<file path="src/hdl/adc_pkg.sv">
`default_nettype none

package adc_pkg;

  // ----------------------------------------
  // register map (printed offsets are indices)
  // ----------------------------------------
  localparam int unsigned ADDR_W = 12;
  localparam logic [9:0] RESULT_IDX = 10'h0D0;
  localparam logic [9:0] CTRL_IDX = 10'h0D1;

  // ----------------------------------------
  // control register fields
  // ----------------------------------------
  localparam int unsigned IRQ_EN_BIT = 7;
  localparam int unsigned EOC_BIT = 6;
  localparam int unsigned START_BIT = 5;
  localparam int unsigned POWER_BIT = 4;
  localparam logic [7:0] CTRL_RESET = 8'h40;
  localparam logic [7:0] RESULT_RESET = 8'h00;

  // ----------------------------------------
  // converter and timing
  // ----------------------------------------
  localparam int unsigned RESULT_BITS = 8;
  localparam int unsigned OSC_DIV = 12;
  localparam int unsigned IRQ_VECTOR = 4;
  localparam int unsigned CONV_TIME_NS = 70000;
  localparam int unsigned CLK_PERIOD_NS = 10;
  localparam int unsigned CONV_CYCLES = CONV_TIME_NS / CLK_PERIOD_NS;

  // ----------------------------------------
  // bus answers and sequencer states
  // ----------------------------------------
  localparam logic [1:0] RESP_OKAY = 2'h0;
  localparam logic [1:0] RESP_SLVERR = 2'h2;

  typedef enum logic {
    SAR_IDLE,
    SAR_RUN
  } sar_state_e;

endpackage

`default_nettype wire

</file>
<file path="src/hdl/sar_if.sv">
`timescale 1ns/1ps
`default_nettype none

interface sar_if;
  logic start;
  logic powered;
  logic busy;
  logic done;
  logic [7:0] result;

  modport ctl (
    output start,
    output powered,
    input busy,
    input done,
    input result
  );

  modport core (
    input start,
    input powered,
    output busy,
    output done,
    output result
  );
endinterface

`default_nettype wire

</file>
<file path="src/hdl/adc_control.sv">
// Function
// - control bit 7 set lets end of conversion raise the interrupt; clear masks it
// - bit 6 flags a finished conversion; software cannot write it
// - writing the start bit with one clears the finished flag
// - the result counts as valid only while the finished flag reads one
// - the finished flag doubles as the interrupt pending bit
// - writing one to bit 5 starts a conversion only when the same write also sets power bit 4
// - a start during a conversion drops it and begins a new one
// - the start bit always reads back as zero
// - power bit 4 at one lets the converter run conversions
// - power bit at zero puts the converter into idle power down
// - the read-only result register holds the full 8-bit outcome
// - the supply span is split into 256 equal code steps
// - the converter keeps running while the core waits
// - the end-of-conversion interrupt can wake the waiting core
// - the approximation steps run on the clock divided by twelve
// - reset stops conversion, control reads 40h, interrupt masked
// - the interrupt request goes to core vector four
// - one conversion takes about 70 us
`timescale 1ns/1ps
`default_nettype none

module adc_control #(
  parameter int unsigned CONV_CYCLES = adc_pkg::CONV_CYCLES
) (
  // clock and reset
  input wire logic aclk,
  input wire logic aresetn,
  // write address channel
  input wire logic [adc_pkg::ADDR_W-1:0] awaddr,
  input wire logic awvalid,
  output logic awready,
  // write data channel
  input wire logic [31:0] wdata,
  input wire logic [3:0] wstrb,
  input wire logic wvalid,
  output logic wready,
  // write response channel
  output logic [1:0] bresp,
  output logic bvalid,
  input wire logic bready,
  // read address channel
  input wire logic [adc_pkg::ADDR_W-1:0] araddr,
  input wire logic arvalid,
  output logic arready,
  // read data channel
  output logic [31:0] rdata,
  output logic [1:0] rresp,
  output logic rvalid,
  input wire logic rready,
  // analog front end
  input wire logic cmp_pin,
  output logic [adc_pkg::RESULT_BITS-1:0] dac_code,
  output logic conv_powered,
  // core side
  input wire logic core_wait,
  output logic conv_irq,
  output logic core_wake
);
  import adc_pkg::*;

  // ----------------------------------------
  // timing
  // ----------------------------------------
  localparam int unsigned RAW_STEP = CONV_CYCLES / (OSC_DIV * RESULT_BITS);
  localparam int unsigned STEP_TICKS = (RAW_STEP < 1) ? 1 : RAW_STEP;

  // ----------------------------------------
  // state
  // ----------------------------------------
  typedef struct packed {
    logic aw_got;
    logic [ADDR_W-1:0] awaddr;
    logic w_got;
    logic [31:0] wdata;
    logic [3:0] wstrb;
    logic bvalid;
    logic [1:0] bresp;
    logic rvalid;
    logic [1:0] rresp;
    logic [31:0] rdata;
    logic rd_ctrl;
    logic irq_en;
    logic eoc;
    logic power;
    logic start;
  } ctl_s;

  localparam ctl_s CTL_RESET = '{
    irq_en: CTRL_RESET[IRQ_EN_BIT],
    eoc: CTRL_RESET[EOC_BIT],
    power: CTRL_RESET[POWER_BIT],
    bresp: RESP_OKAY,
    rresp: RESP_OKAY,
    default: '0
  };

  ctl_s s;
  ctl_s next_s;
  logic wr_go;
  logic wr_ctrl;
  logic start_wr;
  logic [7:0] ctrl_view;

  sar_if sar ();

  // ----------------------------------------
  // converter core
  // ----------------------------------------
  adc_sar_seq #(
    .STEP_TICKS(STEP_TICKS)
  ) u_seq (
    .aclk(aclk),
    .aresetn(aresetn),
    .sar(sar.core),
    .cmp_pin(cmp_pin),
    .dac_code(dac_code)
  );

  assign sar.start = s.start;
  assign sar.powered = s.power;

  // ----------------------------------------
  // write decode
  // ----------------------------------------
  assign wr_go = s.aw_got && s.w_got && !s.bvalid;
  assign wr_ctrl = wr_go && (s.awaddr[ADDR_W-1:2] == CTRL_IDX);
  assign start_wr = wr_ctrl && s.wstrb[0] && s.wdata[START_BIT];

  // ----------------------------------------
  // control read view
  // ----------------------------------------
  always_comb begin
    ctrl_view = 8'h00;
    ctrl_view[IRQ_EN_BIT] = s.irq_en;
    ctrl_view[EOC_BIT] = s.eoc;
    ctrl_view[POWER_BIT] = s.power;
  end

  // ----------------------------------------
  // next state
  // ----------------------------------------
  always_comb begin
    next_s = s;
    next_s.start = 1'b0;

    // address and data may come in either order
    if (awvalid && !s.aw_got) begin
      next_s.aw_got = 1'b1;
      next_s.awaddr = awaddr;
    end
    if (wvalid && !s.w_got) begin
      next_s.w_got = 1'b1;
      next_s.wdata = wdata;
      next_s.wstrb = wstrb;
    end
    if (s.bvalid && bready) begin
      next_s.bvalid = 1'b0;
    end

    if (wr_go) begin
      next_s.aw_got = 1'b0;
      next_s.w_got = 1'b0;
      next_s.bvalid = 1'b1;
      next_s.bresp = RESP_OKAY;
      if (s.awaddr[ADDR_W-1:2] == CTRL_IDX) begin
        // finished flag and low bits are not writable
        if (s.wstrb[0]) begin
          next_s.irq_en = s.wdata[IRQ_EN_BIT];
          next_s.power = s.wdata[POWER_BIT];
          if (s.wdata[START_BIT]) begin
            next_s.eoc = 1'b0;
            // no power, no conversion
            next_s.start = s.wdata[POWER_BIT];
          end
        end
      end else if (s.awaddr[ADDR_W-1:2] == RESULT_IDX) begin
        next_s.bresp = RESP_OKAY;
      end else begin
        next_s.bresp = RESP_SLVERR;
      end
    end

    // a finish in the same cycle as a clearing write wins
    if (sar.done) begin
      next_s.eoc = 1'b1;
    end

    if (s.rvalid && rready) begin
      next_s.rvalid = 1'b0;
    end
    if (arvalid && !s.rvalid) begin
      next_s.rvalid = 1'b1;
      next_s.rresp = RESP_OKAY;
      next_s.rdata = 32'h0000_0000;
      next_s.rd_ctrl = 1'b0;
      if (araddr[ADDR_W-1:2] == CTRL_IDX) begin
        next_s.rdata[7:0] = ctrl_view;
        next_s.rd_ctrl = 1'b1;
      end else if (araddr[ADDR_W-1:2] == RESULT_IDX) begin
        // held from the last finish until the next one
        next_s.rdata[7:0] = sar.result;
      end else begin
        next_s.rresp = RESP_SLVERR;
      end
    end
  end

  // ----------------------------------------
  // state register
  // ----------------------------------------
  always_ff @(posedge aclk) begin
    if (!aresetn) begin
      s <= CTL_RESET;
    end else begin
      s <= next_s;
    end
  end

  // ----------------------------------------
  // outputs
  // ----------------------------------------
  assign awready = !s.aw_got;
  assign wready = !s.w_got;
  assign bvalid = s.bvalid;
  assign bresp = s.bresp;
  assign arready = !s.rvalid;
  assign rvalid = s.rvalid;
  assign rdata = s.rdata;
  assign rresp = s.rresp;
  assign conv_powered = s.power;

  // level request for the core vector line; the flag is the pending bit
  assign conv_irq = s.irq_en && s.eoc;
  // converter never looks at core_wait, so it runs through wait mode
  assign core_wake = conv_irq && core_wait;
endmodule // adc_control

`default_nettype wire

</file>
<file path="src/hdl/adc_sar_seq.sv">
`timescale 1ns/1ps
`default_nettype none

module adc_sar_seq #(
  parameter int unsigned STEP_TICKS = 1
) (
  // clock and reset
  input wire logic aclk,
  input wire logic aresetn,
  // control side
  sar_if.core sar,
  // analog front end
  input wire logic cmp_pin,
  output logic [adc_pkg::RESULT_BITS-1:0] dac_code
);
  import adc_pkg::*;

  // ----------------------------------------
  // state
  // ----------------------------------------
  typedef struct packed {
    sar_state_e state;
    logic [3:0] div;
    logic [15:0] tick;
    logic [2:0] idx;
    logic [7:0] trial;
    logic [7:0] result;
    logic done;
    logic cmp_meta;
    logic cmp_sync;
    logic [15:0] run_cnt;
  } seq_s;

  localparam seq_s SEQ_RESET = '{state: SAR_IDLE, result: RESULT_RESET,
                                 default: '0};
  localparam logic [15:0] LAST_TICK = 16'(STEP_TICKS - 1);
  localparam logic [15:0] TOTAL = 16'(OSC_DIV * RESULT_BITS * STEP_TICKS);

  seq_s s;
  seq_s next_s;

  // ----------------------------------------
  // successive approximation
  // ----------------------------------------
  always_comb begin
    next_s = s;
    next_s.done = 1'b0;
    next_s.cmp_meta = cmp_pin;
    next_s.cmp_sync = s.cmp_meta;
    if (s.state == SAR_RUN) begin
      next_s.run_cnt = s.run_cnt + 16'h0001;
    end
    if (!sar.powered) begin
      next_s.state = SAR_IDLE;
    end else if (sar.start) begin
      // a start always wins: the running conversion is dropped
      next_s.state = SAR_RUN;
      next_s.div = 4'h0;
      next_s.tick = 16'h0000;
      next_s.idx = 3'(RESULT_BITS - 1);
      next_s.trial = 8'h80;
      next_s.run_cnt = 16'h0000;
    end else if (s.state == SAR_RUN) begin
      if (s.div == 4'(OSC_DIV - 1)) begin
        next_s.div = 4'h0;
        if (s.tick == LAST_TICK) begin
          next_s.tick = 16'h0000;
          // keep the trial bit only while the input is at or above it
          next_s.trial[s.idx] = s.cmp_sync;
          if (s.idx == 3'h0) begin
            next_s.state = SAR_IDLE;
            next_s.result = next_s.trial;
            next_s.done = 1'b1;
          end else begin
            next_s.idx = s.idx - 3'h1;
            next_s.trial[s.idx - 3'h1] = 1'b1;
          end
        end else begin
          next_s.tick = s.tick + 16'h0001;
        end
      end else begin
        next_s.div = s.div + 4'h1;
      end
    end
  end

  always_ff @(posedge aclk) begin
    if (!aresetn) begin
      s <= SEQ_RESET;
    end else begin
      s <= next_s;
    end
  end

  assign sar.busy = (s.state == SAR_RUN);
  assign sar.done = s.done;
  assign sar.result = s.result;
  assign dac_code = s.trial;
endmodule // adc_sar_seq

`default_nettype wire

</file>
<file path="config.mk">
export PLATFORM = sky130hd
export DESIGN_NAME = adc_control
export DESIGN_NICKNAME = d
export VERILOG_FILES = /design/src/hdl/adc_pkg.sv /design/src/hdl/sar_if.sv /design/src/hdl/adc_control.sv /design/src/hdl/adc_sar_seq.sv
export SDC_FILE = /design/constraint.sdc
export NUM_CORES = 1
export LEC_CHECK = 0
export CORE_MARGIN = 3
export CORE_UTILIZATION = 63
export DETAILED_ROUTE_END_ITERATION = 10
export DONT_BUFFER_PORTS = 1
export PLACE_DENSITY_LB_ADDON = 0.3
export SETUP_SLACK_MARGIN = 0.2
export SYNTH_ARGS = -nofsm -noshare
export SYNTH_HDL_FRONTEND = slang
export SYNTH_SLANG_ARGS = --single-unit
</file>
<file path="constraint.sdc">
create_clock -name aclk -period 2.6 [get_ports aclk]
set_clock_uncertainty 0.2 [all_clocks]
set_input_delay 0.13 -clock aclk [delete_from_list [all_inputs] [get_ports aclk]]
set_output_delay 0.13 -clock aclk [all_outputs]
set_load 0.01 [all_outputs]
</file>
==> results of run 1 <==
==> timing repair <==
item                                    4_1_cts  5_1_grt
resized for setup                             0        2
hold endpoints to repair                     59        0
endpoints found under the setup margin        0        3
hold buffers                                 35        0
==> metal layers <==
metal,vias up,track usage
met5,-,0
met4,0,0.120
met3,21,0.0516
met2,110,0.405
met1,1362,0.275
li1,1428,-
==> worst min-delay path, cell delays in order <==
cell and delay, ps:
nor2b_1 190, mux2i_1 140, nor2_1 70
==> area by class of cell <==
cell class | instances | area, um2
timing repair buffer | 42 | 403
clock inverter | 6 | 90.1
clock buffer | 9 | 124
sequential | 75 | 1500
fill | 390 | 1510
inverter | 12 | 48.8
tap | 72 | 90.1
multi-input combinational | 300 | 1870
==> cell usage in the layout, fill, tap and decap left out, types with 2 or more instances in the layout <==
cell / count
nand3_1: 5
nor3b_1: 4
mux2_2: 4
clkbuf_8: 9
o31ai_1: 2
xor2_1: 3
dlygate4sd3_1: 35
a21oi_1: 17
a211oi_1: 3
and2_1: 4
nor2b_1: 3
nor2_1: 62
nor3_1: 9
nor4bb_1: 2
a31oi_1: 2
clkinvlp_4: 2
and3_1: 3
nand2b_1: 4
conb_1: 26
a211oi_2: 4
bufinv_16: 2
nor4_4: 2
nand3b_1: 3
dfxtp_1: 75
xnor2_1: 12
and4_1: 2
buf_4: 7
nor3_2: 3
mux2i_1: 20
nand2_1: 44
nand4_1: 4
o21ai_0: 11
a22oi_1: 17
inv_1: 11
ha_1: 4
==> synthesized netlist by cell type (5+ instances only) <==
master / count / area, um2
nor3_1: 10 / 50.1
mux2i_1: 20 / 200
a21oi_1: 17 / 85.1
o21ai_0: 11 / 55.1
clkbuf_1: 15 / 56.3
buf_4: 45 / 338
a22oi_1: 17 / 128
dfxtp_1: 75 / 1500
inv_1: 11 / 41.3
nand2_1: 44 / 165
xnor2_1: 12 / 105
nor2_1: 62 / 233
nand3_1: 5 / 25.0
==> kinds of logic after synthesis <==
family / synth area share
DFF: 0.401
buffers and inverters: 0.125
muxes: 0.0655
and+or+nand+nor: 0.233
xor gates and xnor gates: 0.0351
other: 0.00100
AOI/OAI and AO/OA: 0.126
adders and majority gates: 0.0134
==> worst max-delay path by stage <==
stage                      startpoint                end  cells after the start
after floorplan           u_seq.s[35]  u_seq.dac_code[7]                      7
after global placement    u_seq.s[54]        u_seq.s[51]                      7
after detailed placement  u_seq.s[54]        u_seq.s[53]                      7
after CTS                     aresetn              s[86]                      5
after global routing      u_seq.s[54]        u_seq.s[51]                      7
final                     u_seq.s[54]        u_seq.s[51]                      7
==> sequential cells by signal, summed over array words and instances (netlist names), 2 cells and up <==
| register | count |
|---|---|
| rdata | 8 |
| ctrl_view | 2 |
| u_seq.dac_code | 8 |
| u_seq.s | 24 |
| u_seq.sar.result | 8 |
| s | 16 |
==> per-stage QoR <==
stage               worst slack (ps)  hold WS (ps)  utilization  area (um2)
floorplan                        475          29.0            -        3840
global placement                 389          29.9        0.630        3560
finish                           317          19.6        0.732        4130
CTS                              228          2.24        0.730        4120
detailed placement               358          34.8        0.630        3560
global route                     185          30.6        0.732        4130
==> power by group through the flow <==
stage	combinational, uW	clock [uW]	sequential, uW
final	142	973	1190
after global routing	157	1040	1190
after CTS	134	984	1180
after detailed placement	90.1	0	1210
after global placement	88.2	0	1210
after floorplan	114	0	1210
==> impl_metrics.toml, run 1 <==
[min_path]
hold-path-endpoint = "s[52]"
hold_path_startpoint = "wvalid"
min_path_type = "in2reg"
hold_depth = 3

[power_and_ir_drop]
clock_power_share = 0.423
power.density_nw_per_um2 = 558
power_leakage_uw = 0.00148
power.share.sequential = 0.516
switching_power_uw = 535
p_comb_frac = 0.062
vdd.ir_drop.worst_v = 0.000443
switching_share = 0.232
cellInternalPower_uw = 1770
total_power_uw = 2300

[worst_setup_path]
r2r_end = "u_seq.s[51]"
cp.arrival_ps = 2310
crit_path_cells = "ha_1 -> and4b_1 -> buf_4 -> o2111ai_1 -> nor3_1 -> xnor2_1 -> nor2_1"
timing_worst_setup_path_type = "reg2reg"
startpoint_type = "flop"
critical_path.endpoint_type = "flop"
regToRegStartpoint = "u_seq.s[54]"
r2r_setup_slack_ps = 320
reg2regPathDepth = 7
critical_path.max_fanout = 7
critPathTopFamily = "simple AND/OR/NAND/NOR gates"
crit_buf_inv = 1
max_stage_delay_ps = 410
cp.required_ps = 2630
slowest_stage = "dfxtp_1"

[sta]
final_hold_viol_count = 0
rsz_0062_raised_after_global_routing = "true"
timing.final.crit_period_ps = 2280
tightestPinTransition_ps = 624
fin_tns_setup_ps = 0
achievable-frequency_mhz = 438
slew_violations = 0
share_of_the_clock_period_used_by_the_worst_path = 0.878
timing.max_slew.rel_slack = 0.583
setup_viol = 0

[grt]
first_global_vias = 2800
grt_antenna_before_repair = 0
grt.overflow.total = 0
first_pass_grt_wire_length_um = 13300
grt_start_max_net_pins = 21
globalRouteTotalUtil = 0.236

[yosys]
synth_area_per_cell_um2 = 8.81
synth_seq_cells = 75
synth_area_um2 = 3740
synth_async_sr_flop_share = 0
synthCells = 425
yosys_warnings = 0
netlist-cell-type-count = 57
synth-edff-count = 0
seq_total_area_yosys = 0.401
synthFlopType = "dfxtp_1"

[cts]
cts-root-to-sink-buffers = 2
clkSlewWorstSetupHoldPaths_ps = 80
cts_tree = "built"
clkSinkCount = 75
clock_tree.htree_level_count = 3
post_cts_buffers = 0
ctsRootBufferMaster = "clkbuf_8"
clkLatencyLatePin_ps = 350
cts_buffers = 9

[run]
maxCapViolations = 0

[route]
remaining_drc_errors = 0
drt_first_iter_violations = 184
number_of_optimization_iterations_in_the_first_detailed_route_pass = 5
drt-wirelength-per-cell_um = 15.0
wl_met3_um = 405
via_count = 2921
drtAntennaViolNets = 0
finalWirelength_um = 7760
routedLengthMet1_um = 3180
route.top_layer_used = "met4"
vias_per_cell = 5.66
routed-wl-met2_um = 3950

[floorplan]
dieArea_um2 = 6900
placement_rows = 27
die-height_um = 83.1
io_pins = 121
initial_utilization = 0.664
die_w_um = 83.1
core_um2 = 5640

[cells_and_area]
final_instance_count_excl_fillers = 516
final_layout_size_suffix_gt1_frac = 0.101
antenna_cells = 0
nets = 513
flow.area_growth_from_synthesis_pct = 10.3

[place]
dpl.cell_count = 466
place.detailed.hpwl_um = 4830
place.gp.congestion = 0.814
io_buffer_count = 0

[outcome]
outcome = "finished clean"
No activity file was read; power rests on OpenSTA's default activity.
==> run 2, diff against run 1 <==
--- a/config.mk
+++ b/config.mk
@@ -5,8 +5,11 @@
 export SDC_FILE = /design/constraint.sdc
 export NUM_CORES = 1
 export LEC_CHECK = 0
+export CELL_PAD_IN_SITES_DETAIL_PLACEMENT = 1
+export CELL_PAD_IN_SITES_GLOBAL_PLACEMENT = 1
 export CORE_MARGIN = 3
-export CORE_UTILIZATION = 63
+export CORE_UTILIZATION = 46
+export CTS_CLUSTER_SIZE = 20
 export DETAILED_ROUTE_END_ITERATION = 10
 export DONT_BUFFER_PORTS = 1
 export PLACE_DENSITY_LB_ADDON = 0.3
==> run 2 against run 1 <==
Worst setup slack improved by 36 ps. Register-to-register slack gained 40 ps. First-iteration DRC count down 46%. Sequential power about the same. Global-route usage down 1.8 points. Largest cell class unchanged. Largest power group unchanged. Highest routed layer unchanged.
==> impl_metrics.toml, run 2 (synthesis results as in run 1) <==
[place]
io_buffer_count = 0
placement.cell_area_um2 = 3600
place.detailed.hpwl_um = 5840
pre_cts_ws_ps = 302
place.gp.congestion = 0.798

[floorplan]
initial_utilization = 0.479
placement_rows = 32
die_w_um = 96.2
io_pins = 121
die-height_um = 96.2
core_um2 = 7810
dieArea_um2 = 9260

[grt]
grt_util_met1 = 0.251
grt.overflow.total = 0
groute.layer.met3.usage = 0.0547
first_global_vias = 3119
first_pass_grt_wire_length_um = 15500
grt_antenna_before_repair = 0
globalRouteTotalUtil = 0.218
most_congested_layer_reported_by_global_routing = "met2"
met2_usage_grt = 0.382
grt_start_max_net_pins = 24

[route]
remaining_drc_errors = 0
vias_per_cell = 5.37
number_of_optimization_iterations_in_the_first_detailed_route_pass = 4
drtAntennaViolNets = 0
drt_first_iter_violations = 100
via_count = 2954
drt-wirelength-per-cell_um = 17.2
finalWirelength_um = 9480

[cells_and_area]
largestRegisters = "u_seq.s: 24 flops, s: 16 flops"
most-common-layout-cells = "dfxtp_1 (75), nor2_1 (62), nand2_1 (44)"
finish.utilization = 0.536
reg_with_most_ffs = "u_seq.s"
flow.area_growth_from_synthesis_pct = 11.9
finish.instance_area_um2 = 4190
nFillCells = 911
layout_commonest_cell = "dfxtp_1"
final_layout_size_suffix_gt1_frac = 0.105
nets = 516
flip_flop_count_of_the_largest_register_after_layout = 24
antenna_cells = 0

[sta]
final_hold_viol_count = 0
timing.final.crit_period_ps = 2250
slew_violations = 0
share_of_the_clock_period_used_by_the_worst_path = 0.864
final_critical_path_setup_slack_ps = 353
rsz_0062_raised_after_global_routing = "false"
hold-worst-slack_ps = 24.2
fin_tns_setup_ps = 0
tightestPinTransition_ps = 772
timing.max_slew.rel_slack = 0.485
setup_viol = 0
achievable-frequency_mhz = 445

[min_path]
min_path_type = "in2reg"

[worst_setup_path]
cp.required_ps = 2630
critical_path.max_fanout = 12
crit_path_cells = "ha_2 -> and4b_2 -> nand2_8 -> nor4_4 -> buf_6 -> mux2i_1 -> nor2_1"
startpoint_type = "flop"
slowest_stage = "dfxtp_1"
crit_buf_inv = 1
critical_path.endpoint_type = "flop"
critPathTopFamily = "simple AND/OR/NAND/NOR gates"
cp.arrival_ps = 2280
max_stage_delay_ps = 420
timing_worst_setup_path_type = "reg2reg"

[run]
maxCapViolations = 0

[cts]
clkSlewWorstSetupHoldPaths_ps = 90
clock_tree.htree_level_count = 3
clkLatencyLatePin_ps = 360
cts_tree = "built"
ctsRootBufferMaster = "clkbuf_8"
cts-root-to-sink-buffers = 2
cts_buffers = 9
clkSinkCount = 75

[power_and_ir_drop]
power_leakage_uw = 0.00148
power.density_nw_per_um2 = 549
vdd.ir_drop.worst_v = 0.000253

[outcome]
outcome = "finished clean"
==> run 2: tightest hold or removal path, delay by kind of cell <==
family / cells / cell delay [ps]
multiplexers: 1 / 140
AND/OR/NAND/NOR: 2 / 270
==> run 2: cell type report <==
cell class	instances	area, um2	area share
Timing Repair Buffer	45	434	0.104
Clock inverter	6	71.3	0.0170
Inverter	12	45.0	0.0108
Sequential cell	75	1500	0.359
Multi-Input combinational cell	300	1870	0.447
Tap cell	102	128	0.0305
Clock buffer	10	138	0.0329
==> run 2: final timing paths <==
check                                       from             endpoint  depth (start not counted)  slack (ps)
worst min register to register  u_seq.next_s[16]          u_seq.s[16]                          1         230
worst max-delay path                 u_seq.s[54]  u_seq.sar.result[7]                          7         350
worst min-delay path                      wvalid                s[51]                          3          20
worst max register to register       u_seq.s[54]  u_seq.sar.result[7]                          7         350
==> run 2: routing by layer <==
layer  share of wire  up-vias
li1                -     1431
met1            0.42     1445
met2            0.52       62
met3           0.042       16
met4           0.019        0
met5               0        -
==> run 2: power breakdown <==
group	total, uW	switching, uW	internal [uW]
Combinational	151	87.2	63.9
Clock	959	481	478
Sequential	1190	18.5	1170
Total	2300	587	1710
==> run 2: timing repair <==
item,CTS,global route
hold buffers,37,0
gates resized for setup,0,3
buffers inserted,0,0
hold endpoints to repair,52,0
setup endpoints to repair,0,24
==> run 2: metrics by stage <==
step           power (uW)  std cells
2_1_floorplan        1320        450
3_3_place_gp         1300        497
3_5_place_dp         1310        497
4_1_cts              2310        550
5_1_grt              2380        550
6_report             2300        550
==> run 3, diff against run 2 <==
--- a/config.mk
+++ b/config.mk
@@ -5,10 +5,11 @@
 export SDC_FILE = /design/constraint.sdc
 export NUM_CORES = 1
 export LEC_CHECK = 0
+export ABC_AREA = 1
 export CELL_PAD_IN_SITES_DETAIL_PLACEMENT = 1
 export CELL_PAD_IN_SITES_GLOBAL_PLACEMENT = 1
 export CORE_MARGIN = 3
-export CORE_UTILIZATION = 46
+export CORE_UTILIZATION = 44
 export CTS_CLUSTER_SIZE = 20
 export DETAILED_ROUTE_END_ITERATION = 10
 export DONT_BUFFER_PORTS = 1
==> run 3 against run 2 <==
Worst setup slack worse by 88 ps. Sequential power about the same. Core utilization down 2.9 points. Power up 8.6%. Synthesized cell count up 39%. Critical path type is now in2reg. First-iteration DRC count up 17%. Final cell count up 31%. Routed wire length up 18%. Highest routed layer unchanged. Register-to-register slack better by 20 ps. Critical endpoint is now rdata[1].
==> impl_metrics.toml, run 3 <==
[place]
dpl.cell_count = 670
io_buffer_count = 0
place.detailed.hpwl_um = 7250
place.gp.congestion = 0.873

[route]
remaining_drc_errors = 0
vias_per_cell = 5.18
routedLengthMet1_um = 4960
number_of_optimization_iterations_in_the_first_detailed_route_pass = 4
via_count = 3738
route.top_layer_used = "met4"
drt-wirelength-per-cell_um = 15.5
drt_first_iter_violations = 117
drtAntennaViolNets = 0
finalWirelength_um = 11200
routed-wl-met2_um = 5560
wl_met3_um = 466

[sta]
timing.final.crit_period_ps = 2330
share_of_the_clock_period_used_by_the_worst_path = 0.898
slew_violations = 0
final_hold_viol_count = 0
tightestPinTransition_ps = 791
fin_tns_setup_ps = 0
achievable-frequency_mhz = 428
rsz_0062_raised_after_global_routing = "false"
setup_viol = 0
timing.max_slew.rel_slack = 0.472

[grt]
grt_antenna_before_repair = 0
first_global_vias = 3885
grt.overflow.total = 0
grt_start_max_net_pins = 39
globalRouteTotalUtil = 0.224
first_pass_grt_wire_length_um = 18500

[yosys]
yosys_warnings = 0
synthFlopType = "dfxtp_1"
synthCells = 592
top_cells_by_area_synth = "dfxtp_1 (37%), nor2_1 (10%), nand2_1 (9.7%)"
synth-edff-count = 0
netlist-cell-type-count = 36
synth_async_sr_flop_share = 0
synth_most_common_cell = "nor2_1"
synth_area_um2 = 4030
synth_seq_cells = 75
synth_area_per_cell_um2 = 6.81
yosysTopAreaCellShare = 0.372
netlist_top_cells_count = "nor2_1 (109), nand2_1 (104), dfxtp_1 (75), inv_1 (69), buf_4 (46)"
seq_total_area_yosys = 0.372
synth.largest_area_cell = "dfxtp_1"

[cts]
clkLatencyLatePin_ps = 360
clkSinkCount = 75
cts_tree = "built"
ctsRootBufferMaster = "clkbuf_8"
cts_buffers = 9
cts-root-to-sink-buffers = 2
post_cts_buffers = 0
clock_tree.htree_level_count = 3
clkSlewWorstSetupHoldPaths_ps = 90

[cells_and_area]
reg_with_most_ffs = "u_seq.s"
ff_latch_area_um2 = 1500
flip_flop_count_of_the_largest_register_after_layout = 24
finish.utilization = 0.508
layout_commonest_cell = "nor2_1"
nets = 681
final_layout_size_suffix_gt1_frac = 0.0799
antenna_cells = 0
flow.area_growth_from_synthesis_pct = 10.9
final_instance_count_excl_fillers = 721
multi_input_area_um2 = 1920
nFillCells = 1158
most-common-layout-cells = "nor2_1 (109), nand2_1 (104), dfxtp_1 (75)"
largestRegisters = "u_seq.s: 24 flops, s: 16 flops"

[floorplan]
io_pins = 121
core_um2 = 8810
die-height_um = 102
dieArea_um2 = 10400
placement_rows = 34
die_w_um = 102
initial_utilization = 0.458

[worst_setup_path]
crit_buf_inv = 4
cp_common_cell = "dlygate4sd3_1"
critical_path.max_fanout = 5
cp.required_ps = 2700
max_stage_delay_ps = 580
timing_worst_setup_path_type = "in2reg"
cp.arrival_ps = 2440
slowest_stage = "dlygate4sd3_1"
critical_path.endpoint_type = "flop"
crit_path_cells = "dlygate4sd3_1 -> or2_2 -> dlygate4sd3_1 -> inv_2 -> nand4_1 -> a21oi_1 -> dlygate4sd3_1"
critPathTopFamily = "buffers and inverters"
startpoint_type = "primary input"

[power_and_ir_drop]
clock_power_share = 0.453
power.density_nw_per_um2 = 558
p_comb_frac = 0.068
power_leakage_uw = 0.00211
vdd.ir_drop.worst_v = 0.000301
power.share.sequential = 0.480
cellInternalPower_uw = 1880
switching_power_uw = 615
switching_share = 0.247

[min_path]
min_path_type = "in2reg"

[run]
maxCapViolations = 0

[outcome]
outcome = "finished clean"
run 3: changes by cell type after synthesis, moves of 18 or more:
cell,delta
inv_1,+58
mux2i_1,-20
nand4_1,+18
o21ai_0,+23
nand3_1,+34
nor2_1,+47
nand2_1,+60
run 3: metal layers:
layer,track usage,up-vias
met5,0,-
met4,0.0726,0
met3,0.0406,18
met2,0.384,103
met1,0.283,1783
li1,-,1834
run 3: worst paths after layout:
path | from | slack [ps] | endpoint | depth (start not counted)
max | araddr[10] | 270 | rdata[1] | 7
min reg2reg | u_seq.sar.done | 240 | ctrl_view[6] | 2
min | araddr[11] | 80 | rdata[4] | 6
max reg2reg | u_seq.s[35] | 370 | u_seq.dac_code[7] | 8
run 3: cells by family after synthesis:
kind of cell,count (synthesis),share of synthesized area
AOI/OAI and AO/OA,66,0.0834
xor gates and xnor gates,9,0.0195
adders and majority gates,4,0.0124
buffers and inverters,135,0.174
DFF,75,0.372
other,1,0.000930
and+or+nand+nor,302,0.337
run 3: power by group through the flow:
stage | Combinational [uW] | Clock, uW | Sequential [uW]
after global placement | 101 | 0 | 1220
after floorplan | 134 | 0 | 1210
after global routing | 188 | 1190 | 1200
final | 169 | 1130 | 1200
after CTS | 158 | 1140 | 1200
after detailed placement | 106 | 0 | 1220
run 3: layout make-up:
type                    instances  area share
clock inverters                 6      0.0252
well taps                     108      0.0302
inverters                      79      0.0680
repair buffers                 36      0.0823
flip-flops and latches         75       0.336
clock buffers                  10      0.0285
multi-input cells             407       0.430
run 3: through the flow:
step	instance area, um2	total power [uW]	hold slack, ps	setup slack [ps]
after floorplan	4130	1350	27.6	832
after global placement	3870	1320	28.9	490
after detailed placement	3870	1330	35.4	418
after CTS	4470	2490	53.6	260
after global routing	4470	2580	128	224
final	4470	2500	83.5	265
run 3: repair_timing:
action,in CTS,in global routing
hold buffers,35,0
endpoints found under the hold margin,51,0
resized for setup,0,1
setup endpoints to repair,0,1
run 3: worst min-delay path: cells and delay by family:
| kind | cells | cell delay (ps) |
|---|---|---|
| AND/OR/NAND/NOR | 5 | 430 |
| buffers and inverters | 1 | 30 |
